--- src/common/nor_host_cfg.svh ---
// Timing constants and fixed command values for the NOR flash host sequencer
// How it works
// - Erase resume continues; 30 us before next suspend
// - No protect commands while any suspend holds
// - Program resume continues; 30 us before next suspend
// - Wait 200 ns after reset before reading
// - Write needs select low, write low, output-enable high
// - OTP lock writes zero bit0, wait over 100 us
`ifndef NOR_HOST_CFG_SVH
`define NOR_HOST_CFG_SVH

// ----------------------------------------------------------------------
// Clock and documented times
// ----------------------------------------------------------------------
`define CLK_PERIOD_PS        8000
`define RESUME_GAP_NS        30000
`define ERASE_SUSP_MAX_NS    20000
`define PROG_SUSP_MAX_NS     10000
`define RESET_WAKE_NS        200
`define OTP_LOCK_NS          100000

// Least times round up to whole cycles
`define NS_TO_CYC_UP(ns)     ((((ns) * 1000) + `CLK_PERIOD_PS - 1) / `CLK_PERIOD_PS)

// ----------------------------------------------------------------------
// Query entry cycle and OTP lock bit
// ----------------------------------------------------------------------
`define QUERY_CMD_DATA       16'h0098
`define QUERY_CMD_ADDR       23'h000055
`define OTP_LOCK_BIT         0

`endif

--- src/common/nor_host_pkg.sv ---
// Types shared by the NOR flash host sequencer
package nor_host_pkg;

    // Operations that the user side may request
    typedef enum logic [3:0] {
        op_read          = 4'h0,
        op_write         = 4'h1,
        op_erase_suspend = 4'h2,
        op_erase_resume  = 4'h3,
        op_prog_suspend  = 4'h4,
        op_prog_resume   = 4'h5,
        op_sw_reset      = 4'h6,
        op_hw_reset      = 4'h7,
        op_query_entry   = 4'h8,
        op_otp_lock      = 4'h9,
        op_protect       = 4'ha
    } op_t;

    typedef struct packed {
        op_t         op;
        logic [22:0] addr;
        logic [15:0] data;
    } cmd_t;

    typedef struct packed {
        op_t         op;
        logic        err;
        logic [15:0] data;
    } rsp_t;

    // Flash pin drive; dq_oe_n low while the host drives the data bus
    typedef struct packed {
        logic        ce_n;
        logic        oe_n;
        logic        we_n;
        logic        reset_n;
        logic        protect_accel_pin_n;
        logic [22:0] addr;
        logic [15:0] dq_out;
        logic        dq_oe_n;
    } flash_out_t;

endpackage

--- src/verilog/nor_host_ctrl.sv ---
// Host-side sequencer that drives an asynchronous page NOR flash over its pins
`timescale 1ns/1ps
`include "nor_host_cfg.svh"

module nor_host_ctrl
    import nor_host_pkg::*;
#(
    parameter int CMD_ERASE_SUSPEND = 16'h0001,
    parameter int CMD_ERASE_RESUME  = 16'h0002,
    parameter int CMD_PROG_SUSPEND  = 16'h0003,
    parameter int CMD_PROG_RESUME   = 16'h0004,
    parameter int CMD_SW_RESET      = 16'h0005,
    parameter int WE_PULSE_CYC      = 6,
    parameter int READ_STROBE_CYC   = 12,
    parameter int RESET_PULSE_CYC   = 64,
    parameter int OTP_LOCK_WAIT_CYC = `NS_TO_CYC_UP(`OTP_LOCK_NS) + 1
) (
    // Clock and reset
    input  wire logic        ref_clk,
    input  wire logic        arst_n,
    // User request and answer
    input  wire logic        cmd_valid,
    input  wire cmd_t        cmd,
    output logic             cmd_ready,
    output logic             rsp_valid,
    output rsp_t             rsp,
    // System levels
    input  wire logic        boot_protect_n,
    input  wire logic        supply_low,
    // Flash pins
    output flash_out_t       flash,
    input  wire logic [15:0] dq_in
);

    localparam int RESUME_GAP_CYC = `NS_TO_CYC_UP(`RESUME_GAP_NS);
    localparam int ERASE_SUSP_CYC = `NS_TO_CYC_UP(`ERASE_SUSP_MAX_NS);
    localparam int PROG_SUSP_CYC  = `NS_TO_CYC_UP(`PROG_SUSP_MAX_NS);
    localparam int WAKE_CYC       = `NS_TO_CYC_UP(`RESET_WAKE_NS);

    typedef enum logic [2:0] {
        st_idle   = 3'b000,
        st_setup  = 3'b001,
        st_strobe = 3'b011,
        st_finish = 3'b010,
        st_wait   = 3'b110,
        st_rst    = 3'b111
    } state_t;

    // ------------------------------------------------------------------
    // Reset release and input synchronisers
    // ------------------------------------------------------------------
    logic        rst_meta_reg;
    logic        rst_n;
    logic [15:0] dq_meta_reg;
    logic [15:0] dq_sync_reg;
    logic        low_meta_reg;
    logic        low_sync_reg;

    // Reset enters asynchronously but is released on the clock
    always_ff @(posedge ref_clk or negedge arst_n) begin
        if (!arst_n) begin
            rst_meta_reg <= 1'b0;
            rst_n        <= 1'b0;
        end else begin
            rst_meta_reg <= 1'b1;
            rst_n        <= rst_meta_reg;
        end
    end

    // Data bus and supply monitor are asynchronous to us
    always_ff @(posedge ref_clk or negedge rst_n) begin
        if (!rst_n) begin
            dq_meta_reg  <= 16'h0000;
            dq_sync_reg  <= 16'h0000;
            low_meta_reg <= 1'b1;
            low_sync_reg <= 1'b1;
        end else begin
            dq_meta_reg  <= dq_in;
            dq_sync_reg  <= dq_meta_reg;
            low_meta_reg <= supply_low;
            low_sync_reg <= low_meta_reg;
        end
    end

    // ------------------------------------------------------------------
    // Request decode
    // ------------------------------------------------------------------
    state_t      state_reg;
    op_t         op_reg;
    logic [15:0] cnt_reg;
    logic [11:0] guard_reg;
    logic        esusp_reg;
    logic        psusp_reg;
    flash_out_t  flash_reg;
    logic        refuse;
    logic        take;

    function automatic logic is_suspend(input op_t op);
        return (op == op_erase_suspend) || (op == op_prog_suspend);
    endfunction

    function automatic logic is_bus_write(input op_t op);
        return (op != op_read) && (op != op_hw_reset);
    endfunction

    // A suspend is held back, not refused, until the resume gap runs out
    assign take = cmd_valid && cmd_ready &&
                  !(is_suspend(cmd.op) && (guard_reg != 12'h000));

    // Refused requests answer with an error and never reach the pins
    always_comb begin
        refuse = 1'b0;
        if ((cmd.op == op_protect) && (esusp_reg || psusp_reg))
            refuse = 1'b1;
        if ((cmd.op == op_otp_lock) && (esusp_reg || psusp_reg))
            refuse = 1'b1;
        if (is_bus_write(cmd.op) && low_sync_reg)
            refuse = 1'b1;
    end

    // ------------------------------------------------------------------
    // Bus cycle sequencer
    // ------------------------------------------------------------------
    // Every bus cycle is select, strobe, release; long waits follow in st_wait
    always_ff @(posedge ref_clk or negedge rst_n) begin
        if (!rst_n) begin
            state_reg <= st_rst;
            op_reg    <= op_hw_reset;
            cnt_reg   <= 16'(RESET_PULSE_CYC);
            cmd_ready <= 1'b0;
            rsp_valid <= 1'b0;
            rsp       <= '{op: op_hw_reset, err: 1'b0, data: 16'h0000};
            flash_reg <= '{ce_n: 1'b1, oe_n: 1'b1, we_n: 1'b1, reset_n: 1'b0,
                           protect_accel_pin_n: 1'b0, addr: 23'h000000,
                           dq_out: 16'h0000, dq_oe_n: 1'b1};
        end else begin
            rsp_valid <= 1'b0;
            flash_reg.protect_accel_pin_n <= boot_protect_n;
            unique case (state_reg)
                st_idle: begin
                    if (take && (cmd.op == op_hw_reset)) begin
                        // Pulse low aborts the device and floats its outputs
                        cmd_ready         <= 1'b0;
                        op_reg            <= op_hw_reset;
                        cnt_reg           <= 16'(RESET_PULSE_CYC);
                        flash_reg.reset_n <= 1'b0;
                        state_reg         <= st_rst;
                    end else if (take && refuse) begin
                        rsp_valid <= 1'b1;
                        rsp       <= '{op: cmd.op, err: 1'b1, data: 16'h0000};
                    end else if (take) begin
                        cmd_ready      <= 1'b0;
                        op_reg         <= cmd.op;
                        flash_reg.ce_n <= 1'b0;
                        flash_reg.addr <= cmd.addr;
                        flash_reg.dq_oe_n <= !is_bus_write(cmd.op);
                        unique case (cmd.op)
                            op_erase_suspend: flash_reg.dq_out <= 16'(CMD_ERASE_SUSPEND);
                            op_erase_resume:  flash_reg.dq_out <= 16'(CMD_ERASE_RESUME);
                            op_prog_suspend:  flash_reg.dq_out <= 16'(CMD_PROG_SUSPEND);
                            op_prog_resume:   flash_reg.dq_out <= 16'(CMD_PROG_RESUME);
                            op_sw_reset:      flash_reg.dq_out <= 16'(CMD_SW_RESET);
                            op_query_entry: begin
                                flash_reg.addr   <= `QUERY_CMD_ADDR;
                                flash_reg.dq_out <= `QUERY_CMD_DATA;
                            end
                            op_otp_lock: begin
                                flash_reg.dq_out <= cmd.data;
                                flash_reg.dq_out[`OTP_LOCK_BIT] <= 1'b0;
                            end
                            default: flash_reg.dq_out <= cmd.data;
                        endcase
                        state_reg <= st_setup;
                    end
                end
                st_setup: begin
                    // Address and select settle one cycle before the strobe
                    if (is_bus_write(op_reg)) begin
                        flash_reg.we_n <= 1'b0;
                        cnt_reg        <= 16'(WE_PULSE_CYC);
                    end else begin
                        flash_reg.oe_n <= 1'b0;
                        cnt_reg        <= 16'(READ_STROBE_CYC);
                    end
                    state_reg <= st_strobe;
                end
                st_strobe: begin
                    cnt_reg <= cnt_reg - 16'h0001;
                    if (cnt_reg == 16'h0001) begin
                        // Read strobe covers access time plus two sync stages
                        flash_reg.we_n <= 1'b1;
                        flash_reg.oe_n <= 1'b1;
                        rsp.data       <= dq_sync_reg;
                        state_reg      <= st_finish;
                    end
                end
                st_finish: begin
                    flash_reg.ce_n    <= 1'b1;
                    flash_reg.dq_oe_n <= 1'b1;
                    rsp.op            <= op_reg;
                    rsp.err           <= 1'b0;
                    state_reg         <= st_wait;
                    // Worst-case latency is waited out; early suspend is not visible to us
                    unique case (op_reg)
                        op_erase_suspend: cnt_reg <= 16'(ERASE_SUSP_CYC);
                        op_prog_suspend:  cnt_reg <= 16'(PROG_SUSP_CYC);
                        op_otp_lock:      cnt_reg <= 16'(OTP_LOCK_WAIT_CYC);
                        default:          cnt_reg <= 16'h0001;
                    endcase
                end
                st_wait: begin
                    cnt_reg <= cnt_reg - 16'h0001;
                    if (cnt_reg == 16'h0001) begin
                        rsp_valid <= 1'b1;
                        rsp.op    <= op_reg;
                        rsp.err   <= 1'b0;
                        cmd_ready <= 1'b1;
                        state_reg <= st_idle;
                    end
                end
                st_rst: begin
                    cnt_reg <= cnt_reg - 16'h0001;
                    if (cnt_reg == 16'h0001) begin
                        flash_reg.reset_n <= 1'b1;
                        cnt_reg           <= 16'(WAKE_CYC);
                        state_reg         <= st_wait;
                    end
                end
                default: state_reg <= st_rst;
            endcase
        end
    end

    assign flash = flash_reg;

    // ------------------------------------------------------------------
    // Suspend tracking and resume spacing
    // ------------------------------------------------------------------
    // Mirrors the device mode; software reset keeps the suspend in force
    always_ff @(posedge ref_clk or negedge rst_n) begin
        if (!rst_n) begin
            esusp_reg <= 1'b0;
            psusp_reg <= 1'b0;
            guard_reg <= 12'h000;
        end else begin
            if (guard_reg != 12'h000)
                guard_reg <= guard_reg - 12'h001;
            if (state_reg == st_rst) begin
                esusp_reg <= 1'b0;
                psusp_reg <= 1'b0;
            end else if (state_reg == st_finish) begin
                unique case (op_reg)
                    op_erase_suspend: esusp_reg <= 1'b1;
                    op_prog_suspend:  psusp_reg <= 1'b1;
                    op_erase_resume: begin
                        esusp_reg <= 1'b0;
                        guard_reg <= 12'(RESUME_GAP_CYC);
                    end
                    op_prog_resume: begin
                        psusp_reg <= 1'b0;
                        guard_reg <= 12'(RESUME_GAP_CYC);
                    end
                    default: ;
                endcase
            end
        end
    end

    // ------------------------------------------------------------------
    // Assertions and helper counters
    // ------------------------------------------------------------------
    logic [7:0]  since_rst_reg;
    logic [15:0] since_otp_reg;
    logic [11:0] since_res_reg;

    always_ff @(posedge ref_clk or negedge rst_n) begin
        if (!rst_n) begin
            since_rst_reg <= 8'h00;
            since_otp_reg <= 16'h0000;
            since_res_reg <= 12'hfff;
        end else begin
            since_rst_reg <= !flash_reg.reset_n ? 8'h00 :
                             (since_rst_reg == 8'hff) ? 8'hff : since_rst_reg + 8'h01;
            since_otp_reg <= (state_reg == st_finish && op_reg == op_otp_lock) ? 16'h0000 :
                             (since_otp_reg == 16'hffff) ? 16'hffff : since_otp_reg + 16'h0001;
            since_res_reg <= (state_reg == st_finish && (op_reg == op_erase_resume ||
                              op_reg == op_prog_resume)) ? 12'h000 :
                             (since_res_reg == 12'hfff) ? 12'hfff : since_res_reg + 12'h001;
        end
    end

    a_write_strobe_legal: assert property (@(posedge ref_clk) disable iff (!rst_n)
        !flash.we_n |-> (!flash.ce_n && flash.oe_n && !flash.dq_oe_n))
        else $error("write strobe without select or with output enable");
    a_erase_suspend_gap: assert property (@(posedge ref_clk) disable iff (!rst_n)
        (state_reg == st_setup && op_reg == op_erase_suspend) |-> since_res_reg >= RESUME_GAP_CYC)
        else $error("erase suspend too soon after resume");
    a_prog_suspend_gap: assert property (@(posedge ref_clk) disable iff (!rst_n)
        (state_reg == st_setup && op_reg == op_prog_suspend) |-> since_res_reg >= RESUME_GAP_CYC)
        else $error("program suspend too soon after resume");
    a_protect_when_susp: assert property (@(posedge ref_clk) disable iff (!rst_n)
        (take && cmd.op == op_protect && (esusp_reg || psusp_reg))
        |=> (rsp_valid && rsp.err && state_reg == st_idle) ##1 flash.we_n[*3])
        else $error("protect command reached the pins during suspend");
    a_reset_wake_time: assert property (@(posedge ref_clk) disable iff (!rst_n)
        !flash.oe_n |-> since_rst_reg >= WAKE_CYC)
        else $error("read strobe within wake time after reset");
    a_otp_lock_wait: assert property (@(posedge ref_clk) disable iff (!rst_n)
        (rsp_valid && rsp.op == op_otp_lock && !rsp.err) |-> since_otp_reg >= OTP_LOCK_WAIT_CYC)
        else $error("otp lock answered before its minimum time");
    a_otp_bit_zero: assert property (@(posedge ref_clk) disable iff (!rst_n)
        (!flash.we_n && op_reg == op_otp_lock) |-> !flash.dq_out[`OTP_LOCK_BIT])
        else $error("otp lock written with bit zero set");
    a_otp_refused_susp: assert property (@(posedge ref_clk) disable iff (!rst_n)
        (take && cmd.op == op_otp_lock && esusp_reg) |=> (rsp_valid && rsp.err))
        else $error("otp lock not refused during suspend");
    a_lockout_no_write: assert property (@(posedge ref_clk) disable iff (!rst_n)
        (take && is_bus_write(cmd.op) && low_sync_reg) |=> state_reg == st_idle)
        else $error("bus write started during supply lockout");
    a_reset_pulse_width: assert property (@(posedge ref_clk) disable iff (!rst_n)
        $fell(flash.reset_n) |-> !flash.reset_n[*8])
        else $error("reset pulse too short");

    c_erase_suspend_resume: cover property (@(posedge ref_clk) disable iff (!rst_n)
        rsp_valid && rsp.op == op_erase_resume);
    c_prog_in_erase_susp: cover property (@(posedge ref_clk) disable iff (!rst_n)
        rsp_valid && rsp.op == op_prog_suspend && esusp_reg);
    c_otp_locked: cover property (@(posedge ref_clk) disable iff (!rst_n)
        rsp_valid && rsp.op == op_otp_lock && !rsp.err);
    c_hw_reset_done: cover property (@(posedge ref_clk) disable iff (!rst_n)
        rsp_valid && rsp.op == op_hw_reset);

endmodule
--- config.mk ---
export PLATFORM = sky130hd
export DESIGN_NAME = nor_host_ctrl
export DESIGN_NICKNAME = d
export VERILOG_FILES = /design/src/common/nor_host_pkg.sv /design/src/verilog/nor_host_ctrl.sv
export VERILOG_INCLUDE_DIRS = /design/src /design/src/common
export SDC_FILE = /design/constraint.sdc
export NUM_CORES = 1
export LEC_CHECK = 0
export BUFFER_PORTS_ARGS = -buffer_cell sky130_fd_sc_hd__clkbuf_2
export CAP_MARGIN = 20
export CORE_UTILIZATION = 40
export CTS_CLUSTER_SIZE = 14
export DETAILED_ROUTE_END_ITERATION = 12
export HOLD_SLACK_MARGIN = 0.06
export PLACE_DENSITY = 0.61
export SETUP_SLACK_MARGIN = 0.02
export SYNTH_ARGS = -nofsm -noshare
export SYNTH_HDL_FRONTEND = slang
export SYNTH_SLANG_ARGS = --single-unit
--- constraint.sdc ---
create_clock -name ref_clk -period 10 [get_ports ref_clk]
set_input_delay 1 -clock ref_clk [delete_from_list [all_inputs] [get_ports ref_clk]]
set_output_delay 1 -clock ref_clk [all_outputs]
set_load 0.005 [all_outputs]
### After elaboration in Yosys (flattened, before gate mapping)

Cells that the tools add are included.

* output and inout bits: 68
* input port bits: 64
* logic and storage cells: 165
* flip-flop bits (word level): 141

* reductions and logical operators: 44
* bitwise logic cells: 2
* equal/unequal tests: 35
* add/subtract/negate cells: 2
* mux-type cells: 57

Operators with widths (number)
* case mux 16 bit (7 select lines): 1
* case mux 16 bit (5 select lines): 1
* two-way mux 12 bit: 4
* two-way mux 16 bit: 3
* two-way mux 21 bit: 2
* case mux 14 bit (3 select lines): 1
* case mux 16 bit (2 select lines): 1
* == test 4 x 3 -> 1 bit, second input constant: 6
* two-way mux 23 bit: 1
* inequality test 2 bit, second input constant: 11
* two-way mux 1 bit: 21
* AND reduction 4 bit: 5
* two-way mux 3 bit: 6
* case mux 3 bit (6 select lines): 1
* == test 16 x 1 -> 1 bit, second input constant: 1
* == test 4 x 2 -> 1 bit, second input constant: 4
* == test 4 bit, second input constant: 4
* two-way mux 4 bit: 4
* subtractor 16 x 1 -> 16 bit, second input constant: 1
* case mux 5 bit (3 select lines): 1
* case mux 1 bit (2 select lines): 7
* nonzero test 2 bit: 7
* AND reduction 3 bit: 4
* nonzero test 12 bit: 1
* 20 further kinds: 42

### Logic depth before layout (Yosys ltp)

Gate-level depths: netlist of the first run.

* depth in word-level cells: 9
* gate-level depth with buffers: 8
* gate-level depth less buffers: 7

### Worst setup path after synthesis of the first run

OpenSTA, ideal clock, no wires.

* kind: input to register
* start: in cmd[41] (netlist bit)
* end: reg flash_reg (netlist bit flash[2])
* data required time: 9.872 ns
* slack: 7.418 ns
* arrival: 2.454 ns
* cell stages on the path: 6
* path buffers: 1
* library setup time: 0.128 ns
* path through: xnor2_1 -> o311ai_0 -> o41a_1 -> nor3_2 -> buf_6 -> mux2_1

* word-level cells in the longest chain between the ends: 8
* elaborated cells between the ends (all ways): 28
* classes of those cells: eq/ne: 10; mux: 4; bitwise: 2; reduce/logical: 12

Ends and longest elaborated chain
* start, declared: RTL line nor_host_ctrl.sv:23 `input wire cmd_t cmd,`
* == test 4 bit (tied with other cells): RTL line nor_host_ctrl.sv:113 `if ((cmd.op == op_protect) && (esusp_reg || psusp_reg))`
* logical AND 1 bit or logical OR 1 bit (tied branches): RTL line nor_host_ctrl.sv:113, nor_host_ctrl.sv:99
* two-way mux 1 bit or logical AND 1 bit (tied branches): RTL line nor_host_ctrl.sv:113, nor_host_ctrl.sv:108
* two-way mux 1 bit or zero test 1 bit (tied branches): RTL line nor_host_ctrl.sv:115, nor_host_ctrl.sv:108
* two-way mux 1 bit or logical AND 1 bit (tied branches): RTL line nor_host_ctrl.sv:117, nor_host_ctrl.sv:107
* logical AND 1 bit (on tied branches): RTL line nor_host_ctrl.sv:148, nor_host_ctrl.sv:141
* inverter 1 bit (no source line)
* AND reduction 4 bit (no source line)
* end signal, assigned: RTL line nor_host_ctrl.sv:133 `flash_reg <= '{ce_n: 1'b1, oe_n: 1'b1, we_n: 1'b1, reset_n: 1'b0,`
* end, declared: RTL line nor_host_ctrl.sv:94 `flash_out_t flash_reg;`

Several ways; a longest one is shown, not always the timed one.
A chain may end at the register's enable or synchronous reset.

### Worst setup path in the final report of the first run

* start: reg guard_reg[3]
* end: reg flash_reg (netlist bit flash[3])

* word-level cells in the longest chain between the ends: 7
* elaborated cells between the ends (all ways): 9
* classes of those cells: bitwise: 2; reduce/logical: 7

Ends and longest elaborated chain
* start, declared: RTL line nor_host_ctrl.sv:91 `logic [11:0] guard_reg;`
* start signal, assigned: RTL line nor_host_ctrl.sv:247 `guard_reg <= guard_reg - 12'h001;`
* start signal, assigned: RTL line nor_host_ctrl.sv:257 `guard_reg <= 12'(RESUME_GAP_CYC);`
* start signal, assigned: RTL line nor_host_ctrl.sv:261 `guard_reg <= 12'(RESUME_GAP_CYC);`
* nonzero test 12 bit *: RTL line nor_host_ctrl.sv:108 `!(is_suspend(cmd.op) && (guard_reg != 12'h000));`
* logical AND 1 bit *: RTL line nor_host_ctrl.sv:108
* zero test 1 bit *: RTL line nor_host_ctrl.sv:108
* logical AND 1 bit *: RTL line nor_host_ctrl.sv:107 `assign take = cmd_valid && cmd_ready &&`
* logical AND 1 bit (on tied branches): RTL line nor_host_ctrl.sv:148, nor_host_ctrl.sv:141
* inverter 1 bit (no source line)
* AND reduction 4 bit (no source line) *

Mark *: on every way between the ends. The rest lies on a longest branch, timed or not.

==> results of run 1 <==
[kinds of logic after synthesis]
group / synth area share
buffers and inverters: 0.04851
XOR/XNOR: 0.01650
AND/OR/NAND/NOR: 0.1583
flip-flops: 0.5570
other: 0.0005886
adder cells (fa/ha/maj): 0.005892
multiplexers: 0.07679
AO/OA/AOI/OAI: 0.1365
[synth_stat cells, types with 3 or more instances]
master,n,share of area
o21ai_0,36,0.028
ha_1,3,0.0059
dfrtp_1,125,0.49
mux2_2,5,0.0088
a21o_1,5,0.0059
nand4_1,3,0.0029
nor4_1,8,0.0079
nor2b_1,6,0.0059
nor3_1,19,0.015
xnor2_1,5,0.0069
mux2i_1,41,0.064
nand3_1,17,0.013
a31oi_1,8,0.0079
xor2_1,7,0.0096
dfstp_2,16,0.066
or4_1,5,0.0059
nand2b_1,6,0.0059
o22a_1,3,0.0041
nand2_1,75,0.044
o211ai_1,4,0.0047
or3_1,8,0.0079
a311oi_1,4,0.0055
a21oi_1,20,0.016
nor2_1,28,0.016
a22oi_1,17,0.020
nor3b_1,4,0.0047
inv_1,48,0.028
clkbuf_1,24,0.014
buf_4,3,0.0035
a211o_1,8,0.011
or2_2,3,0.0029
[per-layer routing]
metal	wire, um	vias up	global-route usage
met5	0	-	0
met1	6764	2479	0.2570
met4	273	0	0.07405
met2	7275	135	0.3173
met3	834	22	0.05134
li1	-	2411	-
[how the worst min path moves through the flow]
stage / start / to / slack, ns / cells past startpoint
2_1_floorplan: dq_meta_reg[0] / dq_sync_reg[0] / 0.33 / 0
3_3_place_gp: rst_n / dq_meta_reg[0] / 0.29 / 0
3_5_place_dp: rst_n / dq_meta_reg[3] / 0.30 / 0
4_1_cts: rst_n / dq_meta_reg[3] / 0.30 / 0
5_1_grt: rst_n / dq_meta_reg[3] / 0.32 / 0
6_report: rst_n / dq_meta_reg[3] / 0.28 / 0
[per-stage QoR]
step	std cells	utilization	hold slack, ns	power, W
3_3_place_gp	924	0.4681	0.2863	0.0006374
4_1_cts	956	0.5052	0.3011	0.001247
6_report	958	0.5064	0.2755	0.001236
2_1_floorplan	608	-	0.3312	0.0006168
5_1_grt	958	0.5064	0.3221	0.001282
3_5_place_dp	924	0.4681	0.2959	0.0006396
[area by class of cell]
class,instances,area [um^2]
Clock inverter,14,131.4
Tap cell,211,264.0
Sequential cell,141,3552
Fill cell,1397,7587
Multi-Input combinational cell,390,2520
Clock buffer,18,439.2
Timing Repair Buffer,136,696.9
Inverter,48,180.2
[power groups by stage]
stage               Clock, W  Sequential (W)  Combinational, W
floorplan                  0        0.000598         0.0000184
global placement           0        0.000594         0.0000437
detailed placement         0        0.000594         0.0000453
CTS                 0.000618        0.000584         0.0000455
global route        0.000646        0.000585         0.0000513
finish              0.000608        0.000584         0.0000447
[critical path: cells and delay by family, from the launching register on]
family / cells / cell delay (ns)
compound gates: 1 / 0.55
flops: 1 / 0.46
mux: 1 / 0.39
buf+inv: 1 / 0.56
simple gates: 3 / 0.86
==> results.yml, run 1 <==
place:
  placed_cell_area_um2: 7194
  globalplace.congestion: 0.8140
  dp_slack_ns: 6.732
  dp_hpwl_um: 10580
  port-buffer-count: 131
grt:
  antenna_found_initial: 0
  overflow: 0
  grt_pass1_wl_um: 25470
  track_usage: 0.1977
  grt_start_max_net_pins: 55
  grt_pass1_vias: 5068
timing:
  post-route-min-period_ns: 2.968
  rsz0062_at_grt: "no"
  setup_viol: 0
  setup_ws_ns: 7.032
  worstMarginPinSlew_ns: 1.000
  fin_skew_ns: 0.009076
  slew-limit-headroom: 0.3269
  setup_tns_ns: 0
  period_share: 0.2968
  fmax_ghz: 0.3370
  drv_slew: 0
  hold_viol: 0
floorplanning:
  row_count: 45
  start_util: 0.4145
  die_w_um: 128.2
  die_h_um: 128.2
  die-area_um2: 16440
  io-pin-count: 132
  coreArea_um2: 15370
cells_and_area:
  diodes: 0
  final_cell_mix: "clkbuf_2, dfrtp_1, nand2_1"
  final_area_um2: 7784
  nets: 801
  drive_above_1_share: 0.2691
  largest_register_ffs: 45
  area_delta_synth_final_pct: 22.17
  final_common_cell: "clkbuf_2"
yosys:
  syn_nets: 675
  synth.avg_cell_area_um2: 10.48
  synth_edf_count: 0
  synth_warnings: 0
  yosys.cell_types.count: 61
  ys_ff_latch: 141
  synth-main-ff-cell: "dfrtp_1"
  postSynth.asyncResetShare: 1.000
  syn-instance-count: 608
  synth-seq-area-share: 0.5570
  synth_area_um2: 6371
critical_path:
  critical_path_required_ns: 10.30
  reg2reg_slack_ns: 7.03
  crit_end: "flash[3]"
  worst_r2r_endpoint: "flash[3]"
  cp_slowest_cell: "buf_4"
  worstPathArrival_ns: 3.26
  startpoint: "guard_reg[3]"
  crit_chain: "nor4_4 -> nand3_1 -> o41a_1 -> nor3_4 -> buf_4 -> mux2_1"
  criticalPathCategory: "flop to flop"
  slowest_delay_ns: 0.56
  r2r-start: "guard_reg[3]"
  critPathCaptureType: "flop"
  reg2reg_depth: 6
  start_kind: "flop"
  critical_path.max_fanout: 41
clock_tree:
  path_clk_slew_ns: 0.06
  htreeDepth: 4
  post_cts_buffers: 0
  clock_path_buffers: 2
  cts_hold_buf: 0
  clock_latency_ns: 0.42
  cts_resized: 0
  cts_tree: "yes"
  clock_sinks: 141
  cts_root_buf: "clkbuf_16"
  numCtsBuffers: 17
routing:
  viasPerCell: 5.268
  remaining_drc_errors: 0
  ant_nets: 0
  num_vias: 5047
  wl_um: 15150
  drt-initial-drc-count: 345
  dr.pass1.iters: 5
  wire_per_inst_um: 15.81
pwr:
  p_leak_nw: 3.682
  p_per_area_nw_per_um2: 158.8
  p_sw_frac: 0.2329
  p_int_w: 0.0009481
  seq_power_share: 0.472
  switchingPower_w: 0.0002878
  combPwrFrac: 0.036
  peakVddDrop_v: 0.0001142
  power.share.clock: 0.492
run_status:
  outcome: "finished clean"
job:
  cap_violations: 0
hold_path:
  min_path_type: "flop to asynchronous set/reset pin"
No activity file was read; power rests on OpenSTA's default activity.
==> run 2, diff against run 1 <==
--- a/config.mk
+++ b/config.mk
@@ -12,7 +12,7 @@
 export CTS_CLUSTER_SIZE = 14
 export DETAILED_ROUTE_END_ITERATION = 12
 export HOLD_SLACK_MARGIN = 0.06
-export PLACE_DENSITY = 0.61
+export PLACE_DENSITY = 0.64
 export SETUP_SLACK_MARGIN = 0.02
 export SYNTH_ARGS = -nofsm -noshare
 export SYNTH_HDL_FRONTEND = slang
==> constraint.sdc (replaced) <==
create_clock -name ref_clk -period 2.45 [get_ports ref_clk]
set_input_delay 0.245 -clock ref_clk [delete_from_list [all_inputs] [get_ports ref_clk]]
set_output_delay 0.245 -clock ref_clk [all_outputs]
set_load 0.005 [all_outputs]
==> run 2 against run 1 <==
- die area stayed put
- utilization is 4.6 points higher
- sequential power grew to 4.1 times the previous value
- non-clock buffer count is 69 higher
- sequential share of layout area is 3.8 points lower
- critical path depth stayed put
- via count is 5.8% higher
- critical path type unchanged
- critical endpoint unchanged
- largest power group unchanged
==> results.yml, run 2 (synthesis results as in run 1) <==
routing:
  dr.pass1.iters: 4
  viasPerCell: 5.202
  drt-initial-drc-count: 303
  wl_met1_um: 6922
  remaining_drc_errors: 0
  ant_nets: 0
  wl_met2_um: 7823
  dr_wl_met3_um: 737
  num_vias: 5342
  wire_per_inst_um: 15.47
  wl_um: 15890
  top_layer: "met4"
pwr:
  combPwrFrac: 0.048
  seq_power_share: 0.451
  p_sw_frac: 0.2328
  p_int_w: 0.004058
  power.share.clock: 0.501
  p_leak_nw: 4.032
  p_per_area_nw_per_um2: 622.6
  peakVddDrop_v: 0.0004592
  switchingPower_w: 0.001231
place:
  dp_slack_ns: 0.02711
  dp_hpwl_um: 11020
  port-buffer-count: 131
  globalplace.congestion: 0.8273
  dp_cells: 949
critical_path:
  critPathCaptureType: "flop"
  critical_path_required_ns: 2.75
  critical_path.max_fanout: 5
  criticalPathCategory: "flop to flop"
  start_kind: "flop"
  startpoint: "guard_reg[2]"
  worstPathArrival_ns: 2.58
  r2r-start: "guard_reg[2]"
timing:
  post-route-min-period_ns: 2.280
  worstMarginPinSlew_ns: 0.7933
  slew-limit-headroom: 0.4671
  setup_viol: 0
  period_share: 0.9304
  rsz0062_at_grt: "no"
  setup_tns_ns: 0
  hold_ws_ns: 0.06567
  drv_slew: 0
  fin_skew_ns: 0.01006
  hold_viol: 0
  setup_ws_ns: 0.1704
  fmax_ghz: 0.4387
cells_and_area:
  diodes: 0
  largest_register_ffs: 45
  drive_above_1_share: 0.2770
  final_common_cell: "clkbuf_2"
  final_cell_mix: "clkbuf_2, dfrtp_1, nand2_1"
  area_delta_synth_final_pct: 33.35
  nets: 870
  fin_cells: 1027
grt:
  grt_start_max_net_pins: 50
  grt_pass1_vias: 5318
  antenna_found_initial: 0
  overflow: 0
  grt_pass1_wl_um: 25820
  track_usage: 0.2025
hold_path:
  min_path_type: "primary input to flop"
  hp-start: "cmd[11]"
clock_tree:
  path_clk_slew_ns: 0.06
  htreeDepth: 4
  clock_latency_ns: 0.42
  clock_path_buffers: 2
  cts_root_buf: "clkbuf_16"
  clock_sinks: 141
  numCtsBuffers: 17
  cts_tree: "yes"
floorplanning:
  io-pin-count: 132
  die_h_um: 128.2
  die_w_um: 128.2
  start_util: 0.4145
  row_count: 45
  coreArea_um2: 15370
  die-area_um2: 16440
run_status:
  outcome: "finished clean"
job:
  cap_violations: 0
-- run 2: routing by layer --
metal	GRT usage	vias up
met4	0.09896	0
li1	-	2537
met2	0.3313	149
met3	0.05050	33
met5	0	-
met1	0.2498	2623
-- run 2: final timing paths --
path | to | slack, ns | depth (start not counted)
max in group asynchronous | rsp[18] | 1.34 | 1
worst max-delay path | flash[3] | 0.17 | 6
worst min-delay path | flash[12] | 0.07 | 3
min in group asynchronous | rst_n | 0.14 | 2
worst min register to register | dq_meta_reg[2] | 0.35 | 0
worst max register to register | flash[3] | 0.17 | 6
-- run 2: critical path, stage by stage (launching register included) --
cell	delay (ns)
dfrtp_1	0.44
nor4_4	0.35
nand3_1	0.16
o41a_1	0.46
nor3_4	0.27
buf_4	0.18
mux2_1	0.31
-- run 2: stage by stage --
stage	power, W	cell area (um^2)	utilization
4_1_cts	0.005335	8469	0.5510
5_1_grt	0.005468	8496	0.5527
3_3_place_gp	0.002618	7407	0.4819
6_report	0.005289	8496	0.5527
2_1_floorplan	0.002518	6372	-
3_5_place_dp	0.002625	7407	0.4819
-- run 2: area by class of cell --
cell class / count / area, um^2
Clock buffer: 18 / 439.2
Clock inverter: 14 / 168.9
Fill cell: 1322 / 6875
Inverter: 48 / 180.2
Multi-Input combinational cell: 390 / 2535
Sequential cell: 141 / 3552
Tap cell: 211 / 264.0
Timing Repair Buffer: 205 / 1356
-- run 2: timing repair --
| action | 4_1_cts | 5_1_grt |
|---|---|---|
| pin swaps | 0 | 1 |
| setup endpoints to repair | 2 | 45 |
| resized for setup | 1 | 3 |
| setup buffers | 0 | 1 |
| endpoints found under the hold margin | 46 | 0 |
| hold buffers | 45 | 0 |
-- run 2: power groups by stage --
stage / logic (W) / clock network, W / registers, W
2_1_floorplan: 0.0000752 / 0 / 0.00244
3_3_place_gp: 0.000191 / 0 / 0.00243
3_5_place_dp: 0.000196 / 0 / 0.00243
4_1_cts: 0.000253 / 0.00270 / 0.00239
5_1_grt: 0.000279 / 0.00280 / 0.00239
6_report: 0.000253 / 0.00265 / 0.00239
